<file path="src/include/cwd_pkg.sv">
// Shared constants, field layout and decoded-settings types for the config word decoder.
// Assumes a 32-bit APB register bus with byte addresses held in eight bits.
package cwd_pkg;

	// ----------------------------------------------------------------
	// Register map
	// ----------------------------------------------------------------
	localparam logic [7:0]  OFF_PWRUP   = 8'h00;
	localparam logic [7:0]  OFF_WDOG    = 8'h04;
	localparam logic [7:0]  OFF_OSCSEL  = 8'h08;
	localparam logic [7:0]  OFF_CTRL    = 8'h0c;
	localparam logic [7:0]  OFF_STATUS  = 8'h10;
	localparam logic [31:0] WORD_ERASED = 32'hffffffff;
	localparam logic [1:0]  CTRL_RST    = 2'h1;

	// ----------------------------------------------------------------
	// Field positions and reserved masks
	// ----------------------------------------------------------------
	localparam int LPBOR_BIT  = 3;
	localparam int RETENTION_REGULATOR_DISABLE_BIT  = 2;
	localparam int WDTEN_BIT  = 15;
	localparam int WINDOW_DISABLE_BIT = 7;
	localparam int CSM_LSB    = 14;
	localparam int SOSCX_BIT  = 12;
	localparam int CLKO_BIT   = 10;
	localparam int POSC_LSB   = 8;
	localparam int TWO_SPEED_STARTUP_ENABLE_BIT   = 7;
	localparam int SECONDARY_OSC_ENABLE_BIT = 6;
	localparam int PLLS_BIT   = 4;
	localparam logic [31:0] PWRUP_RSVD  = 32'hfffffff0;
	localparam logic [31:0] WDOG_RSVD   = 32'hffff0000;
	localparam logic [31:0] OSCSEL_RSVD = 32'hffff2828;
	localparam logic [4:0]  PS_MAX      = 5'h14;

	// ----------------------------------------------------------------
	// Types
	// ----------------------------------------------------------------
	typedef struct packed {
		logic [1:0] bor_mode;
		logic       lpbor;
		logic       retention_regulator_disable;
		logic       wdt_en;
		logic [1:0] wdt_clk;
		logic       wdt_clk_rsvd;
		logic [4:0] run_ps;
		logic [4:0] slp_ps;
		logic       win_en;
		logic [2:0] win_eighths;
		logic [2:0] osc_sel;
		logic       osc_rsvd;
		logic       clk_sw_en;
		logic       fscm_en;
		logic       pll_frc;
		logic       two_speed;
		logic       sosc_en;
		logic       sosc_xtal;
		logic       clko_io;
		logic [1:0] posc_mode;
		logic       rsvd_bad;
	} cwd_dec_s;

	typedef struct packed {
		cwd_dec_s    dec;
		logic        sw_bor;
		logic        runtime_retention_enable;
		logic        bor_en;
		logic        lpbor_en;
		logic        ret_en;
		logic        pready;
		logic        pslverr;
		logic [31:0] prdata;
	} cwd_state_s;

	// Postscale code to exponent, saturating at 2^20
	function automatic logic [4:0] cwd_ps_exp(input logic [4:0] code);
		cwd_ps_exp = (code > 5'h13) ? PS_MAX : code;
	endfunction : cwd_ps_exp

endpackage : cwd_pkg

</file>
<file path="src/include/cwd_nvm_if.sv">
// Carrier between the decoder top and its configuration word store.
// Assumes one writer and any number of readers of the stored words.
`timescale 1ns/1ps
interface cwd_nvm_if;
	logic             wr_en;
	logic [1:0]       wr_idx;
	logic [31:0]      wr_data;
	logic [2:0][31:0] words;

	modport ctl (output wr_en, output wr_idx, output wr_data, input words);
	modport mem (input wr_en, input wr_idx, input wr_data, output words);
	modport dec (input words);
endinterface : cwd_nvm_if

</file>
<file path="src/hdl/cwd_nvm.sv">
// Three nonvolatile configuration words, erased to all ones at power-on.
// Assumes device reset does not touch the stored words.
`timescale 1ns/1ps
module cwd_nvm (
	// Clock and power-on reset
	input  wire logic REF_CLK,
	input  wire logic POR_RESET,
	// Word port
	cwd_nvm_if.mem    nvm
);
	import cwd_pkg::*;

	typedef struct packed {
		logic [2:0][31:0] words;
	} cwd_nvm_s;

	cwd_nvm_s st_d;
	cwd_nvm_s st_q;

	always_comb begin
		st_d = st_q;
		if (POR_RESET) begin
			st_d.words = {3{WORD_ERASED}};
		end else if (nvm.wr_en && nvm.wr_idx != 2'h3) begin
			st_d.words[nvm.wr_idx] = nvm.wr_data;
		end
	end

	always_ff @(posedge REF_CLK) begin
		st_q <= st_d;
	end

	assign nvm.words = st_q.words;

endmodule : cwd_nvm

</file>
<file path="src/hdl/cwd_dec.sv">
// Field decoder: turns the three stored words into decoded settings.
// Assumes the caller registers the result; purely combinational.
`timescale 1ns/1ps
module cwd_dec (
	// Stored words
	cwd_nvm_if.dec           nvm,
	// Decoded settings
	output cwd_pkg::cwd_dec_s dec
);
	import cwd_pkg::*;

	logic [31:0] pw;
	logic [31:0] wd;
	logic [31:0] os;

	assign pw = nvm.words[0];
	assign wd = nvm.words[1];
	assign os = nvm.words[2];

	always_comb begin
		dec              = '0;
		dec.bor_mode     = pw[1:0];
		dec.lpbor        = pw[LPBOR_BIT];
		dec.retention_regulator_disable        = pw[RETENTION_REGULATOR_DISABLE_BIT];
		dec.wdt_en       = wd[WDTEN_BIT];
		dec.wdt_clk      = wd[14:13];
		dec.wdt_clk_rsvd = (wd[14:13] == 2'h1);
		dec.run_ps       = cwd_ps_exp(wd[12:8]);
		dec.slp_ps       = cwd_ps_exp(wd[4:0]);
		dec.win_en       = ~wd[WINDOW_DISABLE_BIT];
		unique case (wd[6:5])
			2'h3: dec.win_eighths = 3'h2;
			2'h2: dec.win_eighths = 3'h3;
			2'h1: dec.win_eighths = 3'h4;
			2'h0: dec.win_eighths = 3'h6;
		endcase
		// Reserved codes fall back to fast RC with divider
		unique case (os[2:0])
			3'h3, 3'h6, 3'h7: begin
				dec.osc_sel  = 3'h0;
				dec.osc_rsvd = 1'b1;
			end
			default: begin
				dec.osc_sel  = os[2:0];
				dec.osc_rsvd = 1'b0;
			end
		endcase
		dec.clk_sw_en = os[CSM_LSB];
		dec.fscm_en   = os[CSM_LSB+1];
		dec.sosc_xtal = os[SOSCX_BIT];
		dec.clko_io   = os[CLKO_BIT];
		dec.posc_mode = os[POSC_LSB+:2];
		dec.two_speed = os[TWO_SPEED_STARTUP_ENABLE_BIT];
		dec.sosc_en   = os[SECONDARY_OSC_ENABLE_BIT];
		dec.pll_frc   = os[PLLS_BIT];
		dec.rsvd_bad  = ((pw & PWRUP_RSVD) != PWRUP_RSVD)
			| ((wd & WDOG_RSVD) != WDOG_RSVD)
			| ((os & OSCSEL_RSVD) != OSCSEL_RSVD);
	end

endmodule : cwd_dec

</file>
<file path="src/hdl/cwd_top.sv">
// Config word decoder top: APB access to the words, latching and live control outputs.
// Assumes APB master on REF_CLK; SLEEP_MODE is synchronous to REF_CLK.
`timescale 1ns/1ps

module cwd_top (
	// Clock and resets
	input  wire logic        REF_CLK,
	input  wire logic        RESET,
	input  wire logic        POR_RESET,
	// APB slave
	input  wire logic        PSEL,
	input  wire logic        PENABLE,
	input  wire logic        PWRITE,
	input  wire logic [7:0]  PADDR,
	input  wire logic [31:0] PWDATA,
	output logic             PREADY,
	output logic [31:0]      PRDATA,
	output logic             PSLVERR,
	// Power state
	input  wire logic        SLEEP_MODE,
	// Supervisor controls
	output logic             BROWNOUT_RESET_EN,
	output logic             LOW_POWER_BROWNOUT_EN,
	output logic             RETENTION_REG_EN,
	// Watchdog controls
	output logic             WATCHDOG_ENABLE,
	output logic [1:0]       RUN_WATCHDOG_CLOCK_SELECT,
	output logic [4:0]       RUN_WATCHDOG_POSTSCALE,
	output logic [4:0]       SLEEP_WATCHDOG_POSTSCALE,
	output logic             WATCHDOG_WINDOW_EN,
	output logic [2:0]       WATCHDOG_WINDOW_SIZE,
	// Clock system controls
	output logic [2:0]       RESET_OSCILLATOR_SELECT,
	output logic             CLOCK_SWITCH_EN,
	output logic             CLOCK_MONITOR_EN,
	output logic             PLL_REFERENCE_SELECT,
	output logic             TWO_SPEED_STARTUP_ENABLE,
	output logic             SECONDARY_OSC_ENABLE,
	output logic             SECONDARY_OSC_EXTERNAL_CLOCK,
	output logic             CLOCK_OUTPUT_PIN_FUNCTION,
	output logic [1:0]       PRIMARY_OSC_MODE
);
	import cwd_pkg::*;

	// ----------------------------------------------------------------
	// Storage and decode
	// ----------------------------------------------------------------
	cwd_nvm_if  nvm ();
	cwd_dec_s   dec_w;
	cwd_state_s st_d;
	cwd_state_s st_q;

	logic        setup_ph;
	logic        first_acc;
	logic        done;
	logic        aligned;
	logic        hit;
	logic [31:0] rd_mux;

	cwd_nvm u_nvm (
		.REF_CLK   (REF_CLK),
		.POR_RESET (POR_RESET),
		.nvm       (nvm.mem)
	);

	cwd_dec u_dec (
		.nvm (nvm.dec),
		.dec (dec_w)
	);

	// ----------------------------------------------------------------
	// APB decode
	// ----------------------------------------------------------------
	assign setup_ph  = PSEL & ~PENABLE;
	assign first_acc = PSEL & PENABLE & ~st_q.pready;
	assign done      = PSEL & PENABLE & st_q.pready;
	assign aligned   = (PADDR[1:0] == 2'h0);
	assign hit       = aligned & (PADDR <= OFF_STATUS);

	assign nvm.wr_en   = done & PWRITE & aligned & (PADDR < OFF_CTRL);
	assign nvm.wr_idx  = PADDR[3:2];
	assign nvm.wr_data = PWDATA;

	always_comb begin
		rd_mux = '0;
		unique case (PADDR)
			OFF_PWRUP:  rd_mux = nvm.words[0];
			OFF_WDOG:   rd_mux = nvm.words[1];
			OFF_OSCSEL: rd_mux = nvm.words[2];
			OFF_CTRL:   rd_mux = {30'h0, st_q.runtime_retention_enable, st_q.sw_bor};
			OFF_STATUS: rd_mux = {26'h0, st_q.dec.rsvd_bad,
				st_q.dec.osc_rsvd, st_q.dec.wdt_clk_rsvd,
				st_q.ret_en, st_q.lpbor_en, st_q.bor_en};
			default:    rd_mux = '0;
		endcase
	end

	// ----------------------------------------------------------------
	// Next state
	// ----------------------------------------------------------------
	always_comb begin
		st_d         = st_q;
		st_d.pready  = first_acc;
		st_d.pslverr = 1'b0;
		if (first_acc) begin
			st_d.pslverr = ~hit;
			st_d.prdata  = PWRITE ? 32'h0 : rd_mux;
		end
		if (done && PWRITE && PADDR == OFF_CTRL) begin
			st_d.sw_bor = PWDATA[0];
			st_d.runtime_retention_enable  = PWDATA[1];
		end
		// Brown-out reset from latched mode and live inputs
		unique case (st_q.dec.bor_mode)
			2'h3: st_d.bor_en = 1'b1;
			2'h2: st_d.bor_en = ~SLEEP_MODE;
			2'h1: st_d.bor_en = st_q.sw_bor;
			2'h0: st_d.bor_en = 1'b0;
		endcase
		st_d.lpbor_en = st_q.dec.lpbor & ~st_d.bor_en;
		st_d.ret_en   = ~st_q.dec.retention_regulator_disable
			& (~SLEEP_MODE | st_q.runtime_retention_enable);
		if (RESET) begin
			st_d.dec      = dec_w;
			st_d.sw_bor   = CTRL_RST[0];
			st_d.runtime_retention_enable    = CTRL_RST[1];
			st_d.bor_en   = 1'b0;
			st_d.lpbor_en = 1'b0;
			st_d.ret_en   = 1'b0;
			st_d.pready   = 1'b0;
			st_d.pslverr  = 1'b0;
			st_d.prdata   = '0;
		end
	end

	always_ff @(posedge REF_CLK) begin
		st_q <= st_d;
	end

	// ----------------------------------------------------------------
	// Outputs
	// ----------------------------------------------------------------
	assign PREADY                       = st_q.pready;
	assign PRDATA                       = st_q.prdata;
	assign PSLVERR                      = st_q.pslverr;
	assign BROWNOUT_RESET_EN            = st_q.bor_en;
	assign LOW_POWER_BROWNOUT_EN        = st_q.lpbor_en;
	assign RETENTION_REG_EN             = st_q.ret_en;
	assign WATCHDOG_ENABLE              = st_q.dec.wdt_en;
	assign RUN_WATCHDOG_CLOCK_SELECT    = st_q.dec.wdt_clk;
	assign RUN_WATCHDOG_POSTSCALE       = st_q.dec.run_ps;
	assign SLEEP_WATCHDOG_POSTSCALE     = st_q.dec.slp_ps;
	assign WATCHDOG_WINDOW_EN           = st_q.dec.win_en;
	assign WATCHDOG_WINDOW_SIZE         = st_q.dec.win_eighths;
	assign RESET_OSCILLATOR_SELECT      = st_q.dec.osc_sel;
	assign CLOCK_SWITCH_EN              = st_q.dec.clk_sw_en;
	assign CLOCK_MONITOR_EN             = st_q.dec.fscm_en;
	assign PLL_REFERENCE_SELECT         = st_q.dec.pll_frc;
	assign TWO_SPEED_STARTUP_ENABLE     = st_q.dec.two_speed;
	assign SECONDARY_OSC_ENABLE         = st_q.dec.sosc_en;
	assign SECONDARY_OSC_EXTERNAL_CLOCK = st_q.dec.sosc_xtal;
	assign CLOCK_OUTPUT_PIN_FUNCTION    = st_q.dec.clko_io;
	assign PRIMARY_OSC_MODE             = st_q.dec.posc_mode;
endmodule : cwd_top

</file>
<file path="config.mk">
export PLATFORM = sky130hd
export DESIGN_NAME = cwd_top
export DESIGN_NICKNAME = d
export VERILOG_FILES = /design/src/include/cwd_pkg.sv /design/src/include/cwd_nvm_if.sv /design/src/hdl/cwd_nvm.sv /design/src/hdl/cwd_dec.sv /design/src/hdl/cwd_top.sv
export SDC_FILE = /design/constraint.sdc
export NUM_CORES = 1
export LEC_CHECK = 0
export ABC_AREA = 1
export BUFFER_PORTS_ARGS = -buffer_cell sky130_fd_sc_hd__buf_2
export CORE_ASPECT_RATIO = 0.6
export CORE_UTILIZATION = 58
export DETAILED_ROUTE_END_ITERATION = 8
export GPL_TIMING_DRIVEN = 0
export HOLD_SLACK_MARGIN = 0.1
export PLACE_DENSITY_LB_ADDON = 0.1
export SLEW_MARGIN = 20
export SYNTH_ARGS = -nofsm -noshare
export SYNTH_HDL_FRONTEND = slang
export SYNTH_SLANG_ARGS = --single-unit
</file>
<file path="constraint.sdc">
create_clock -name REF_CLK -period 4 [get_ports REF_CLK]
set_input_delay 0.4 -clock REF_CLK [delete_from_list [all_inputs] [get_ports REF_CLK]]
set_output_delay 0.4 -clock REF_CLK [all_outputs]
set_load 0.05 [all_outputs]
</file>
==> impl_results.md <==
* Status: completed
* Asr flop ratio synth at 0%
* Type of origin of the critical path: input pin
* Final Setup Violations at 0
* Post-CTS setup buffers at 0
* Min Hold Slack at roughly 210 ps
* Post-DR wirelength/cell at between 15 and 20 µm
* Syn_nets at just under 900
* Largest net degree at the start of global routing at 40
* RSZ-0062 raised after global routing: no
* Antenna cells at 0
* Gate Count Post-Synth at between 800 and 900
* Pre-CTS WS at ~1500 ps
* Least-Margin Pin Slew at between 900 and 1000 ps
* Post-synthesis register bit count at roughly 170
* Cell accounting for the most synthesized area: dfxtp_1
* Seq/Total Area, Yosys at approximately half
* Synth area leaders: dfxtp_1, edfxtp_1, nand2_1, o211ai_1, buf_4
* VDD IR-drop max at 0.000288 V
* CTS resizes at 0
* Vias at approximately 6.4k
* I/O Pins at between 100 and 150
* FP Rows at 31
* Final Routed Wirelength at 19,300 µm
* Commonest non-fill, non-tap cells in the layout: nand2_1, dfxtp_1, buf_2
* Routing usage on met3 at between 7 and 8%
* CTS buffer count at 17
* Leakage power at between 4 and 5 nW
* Pwr Density at roughly 400 nW/µm²
* Setup TNS at 0 ps
* Die footprint at ~13,000 µm²
* Die H at a little under 90 µm
* Crit path launch: RESET
* Layout cells sized above 1 at 29.3%
* Met1 usage at between 40% and 50%
* Detailed Route Iter0 Violations at ~570
* Setup ws final at approximately 1900 ps
* Met2 usage at between 40% and 50%
* Hold-fix buffers, CTS at 0
* Post-DP HPWL at roughly 13,000 µm
* Crit-path max FO at 39
* GR peak layer: met1
* Reg clk slew, reported paths at 60 ps
* RePlAce Congestion at between 0.9 and 1
* Worst clock skew at ~14 ps
* Max clock buf depth at 2
* Worst path arrival time at 2420 ps
* Critical path endpoint category: flop
* Hold Startpoint: SLEEP_MODE
* Port Buffers at ~110
* Post-synthesis cell type count at 33
* Final hold viol count at 0
* Most common cell after layout, fill and taps aside: nand2_1
* # DRC at 0
* Post-synth top area share at between 30% and 40%
* Fmax at 0.469 GHz
* Layout Nets at about 1.0k
* Core Util, Final at 71.0%
* Drt first pass iters at 7
* Rel. slew slack at between 30% and 40%
* CTS tree: built
* Clock root buffer master: clkbuf_16
* Number of enable flip-flop cells after synthesis at 36
* Global route overflow at 0
* Synth warnings at 0
* ANT nets after route at 0
* Final Critical Period at 2130 ps
* CTS Sinks at roughly 170
* Chip width at 148 µm
* Initial core utilization at roughly three fifths
* First-pass GRT wire length at 30,100 µm
* Synth Cell Area at roughly 7400 µm²
* Primary FF master, synth: dfxtp_1
* Clk Latency, worst-skew pair at ~440 ps
* Vias/cell at ~5.5
* Total track usage at between 30% and 40%
* Area Growth Syn to Fin at 17.7%
* Max cap viols at 0
* Max-slew violation count at 0
* Initial antenna violation count at 0
* Required time worst endpoint at 4290 ps
* Crit Path Class: input pin to flop
* Synthesized area per cell at between 8 and 9 µm²
* Vias in the first global route at roughly 5.6k
* Core Area at around 12,000 µm²
* Htree depth at 4
* Reg2reg start: PREADY
* Tcrit/Tclk final at 53.3%
* FILL cells at roughly 1.0k
* Worst hold path type: input pin to flop
-- final cells by class --
| class | instances | area, µm² | area share [%] |
|---|---|---|---|
| Buffer | 100 | 632 | 7.26 |
| Clock buffer | 18 | 429 | 4.93 |
| Clock inverter | 14 | 114 | 1.31 |
| Inverter | 66 | 250 | 2.87 |
| Multi-Input combinational cell | 511 | 2730 | 31.3 |
| Sequential cell | 171 | 3780 | 43.5 |
| Tap cell | 165 | 206 | 2.37 |
| Timing Repair Buffer | 112 | 561 | 6.44 |
-- final timing paths --
| path | end | slack, ps | cells after the start |
|---|---|---|---|
| max | PRDATA[16] | 1870 | 4 |
| min | RETENTION_REG_EN | 210 | 2 |
| min reg2reg | RETENTION_REG_EN | 440 | 1 |
| max reg2reg | u_nvm.nvm.words[46] | 2340 | 6 |
-- metrics by stage --
stage	instances	instance area (µm²)	total power, mW
after CTS	1157	8700	3.45
after global routing	1157	8700	3.55
final	1157	8700	3.45
after floorplan	848	7390	1.88
after global placement	1125	8160	1.95
after detailed placement	1125	8160	1.95
-- per-layer routing --
layer  up-vias  share of wire [%]
li1       3052                  -
met1      2982                 47
met2       333                 41
met3        32                 10
met4         0                1.5
met5         -                  0
-- state kept, by name, summed over array words and instances, names as in the netlist, 2 cells and up --
signal / count
RUN_WATCHDOG_POSTSCALE: 5
PRDATA: 32
WATCHDOG_WINDOW_SIZE: 3
u_nvm.nvm.words: 96
RESET_OSCILLATOR_SELECT: 3
RUN_WATCHDOG_CLOCK_SELECT: 2
PRIMARY_OSC_MODE: 2
SLEEP_WATCHDOG_POSTSCALE: 5
st_q: 9
-- cell families after synthesis --
| group | after synthesis | synth area share [%] |
|---|---|---|
| buffers and inverters | 166 | 11.9 |
| AO/OA/AOI/OAI | 137 | 13.7 |
| AND/OR/NAND/NOR | 374 | 23.2 |
| flip-flops | 171 | 51.2 |
-- cell usage after synthesis (3+ instances only) --
| cell type | number |
|---|---|
| a21oi_1 | 13 |
| a21oi_2 | 21 |
| buf_2 | 19 |
| buf_4 | 56 |
| buf_6 | 3 |
| clkbuf_1 | 20 |
| dfxtp_1 | 135 |
| edfxtp_1 | 36 |
| inv_1 | 59 |
| inv_2 | 5 |
| nand2_1 | 251 |
| nand2_2 | 19 |
| nand3_1 | 24 |
| nand3_2 | 18 |
| nand4_1 | 21 |
| nor2_1 | 27 |
| nor4_1 | 5 |
| o211ai_1 | 96 |
| o21ai_0 | 3 |
-- critical path, cell delays in order --
cell and delay [ps]:
buf_2 720, clkbuf_1 560, clkbuf_1 640, a21oi_2 50
-- where the power goes --
group | internal [mW] | switching [mW]
clock network | 0.805 | 0.734
logic | 0.0372 | 0.108
registers | 1.76 | 0.00253
No activity file was read; power rests on OpenSTA's default activity.
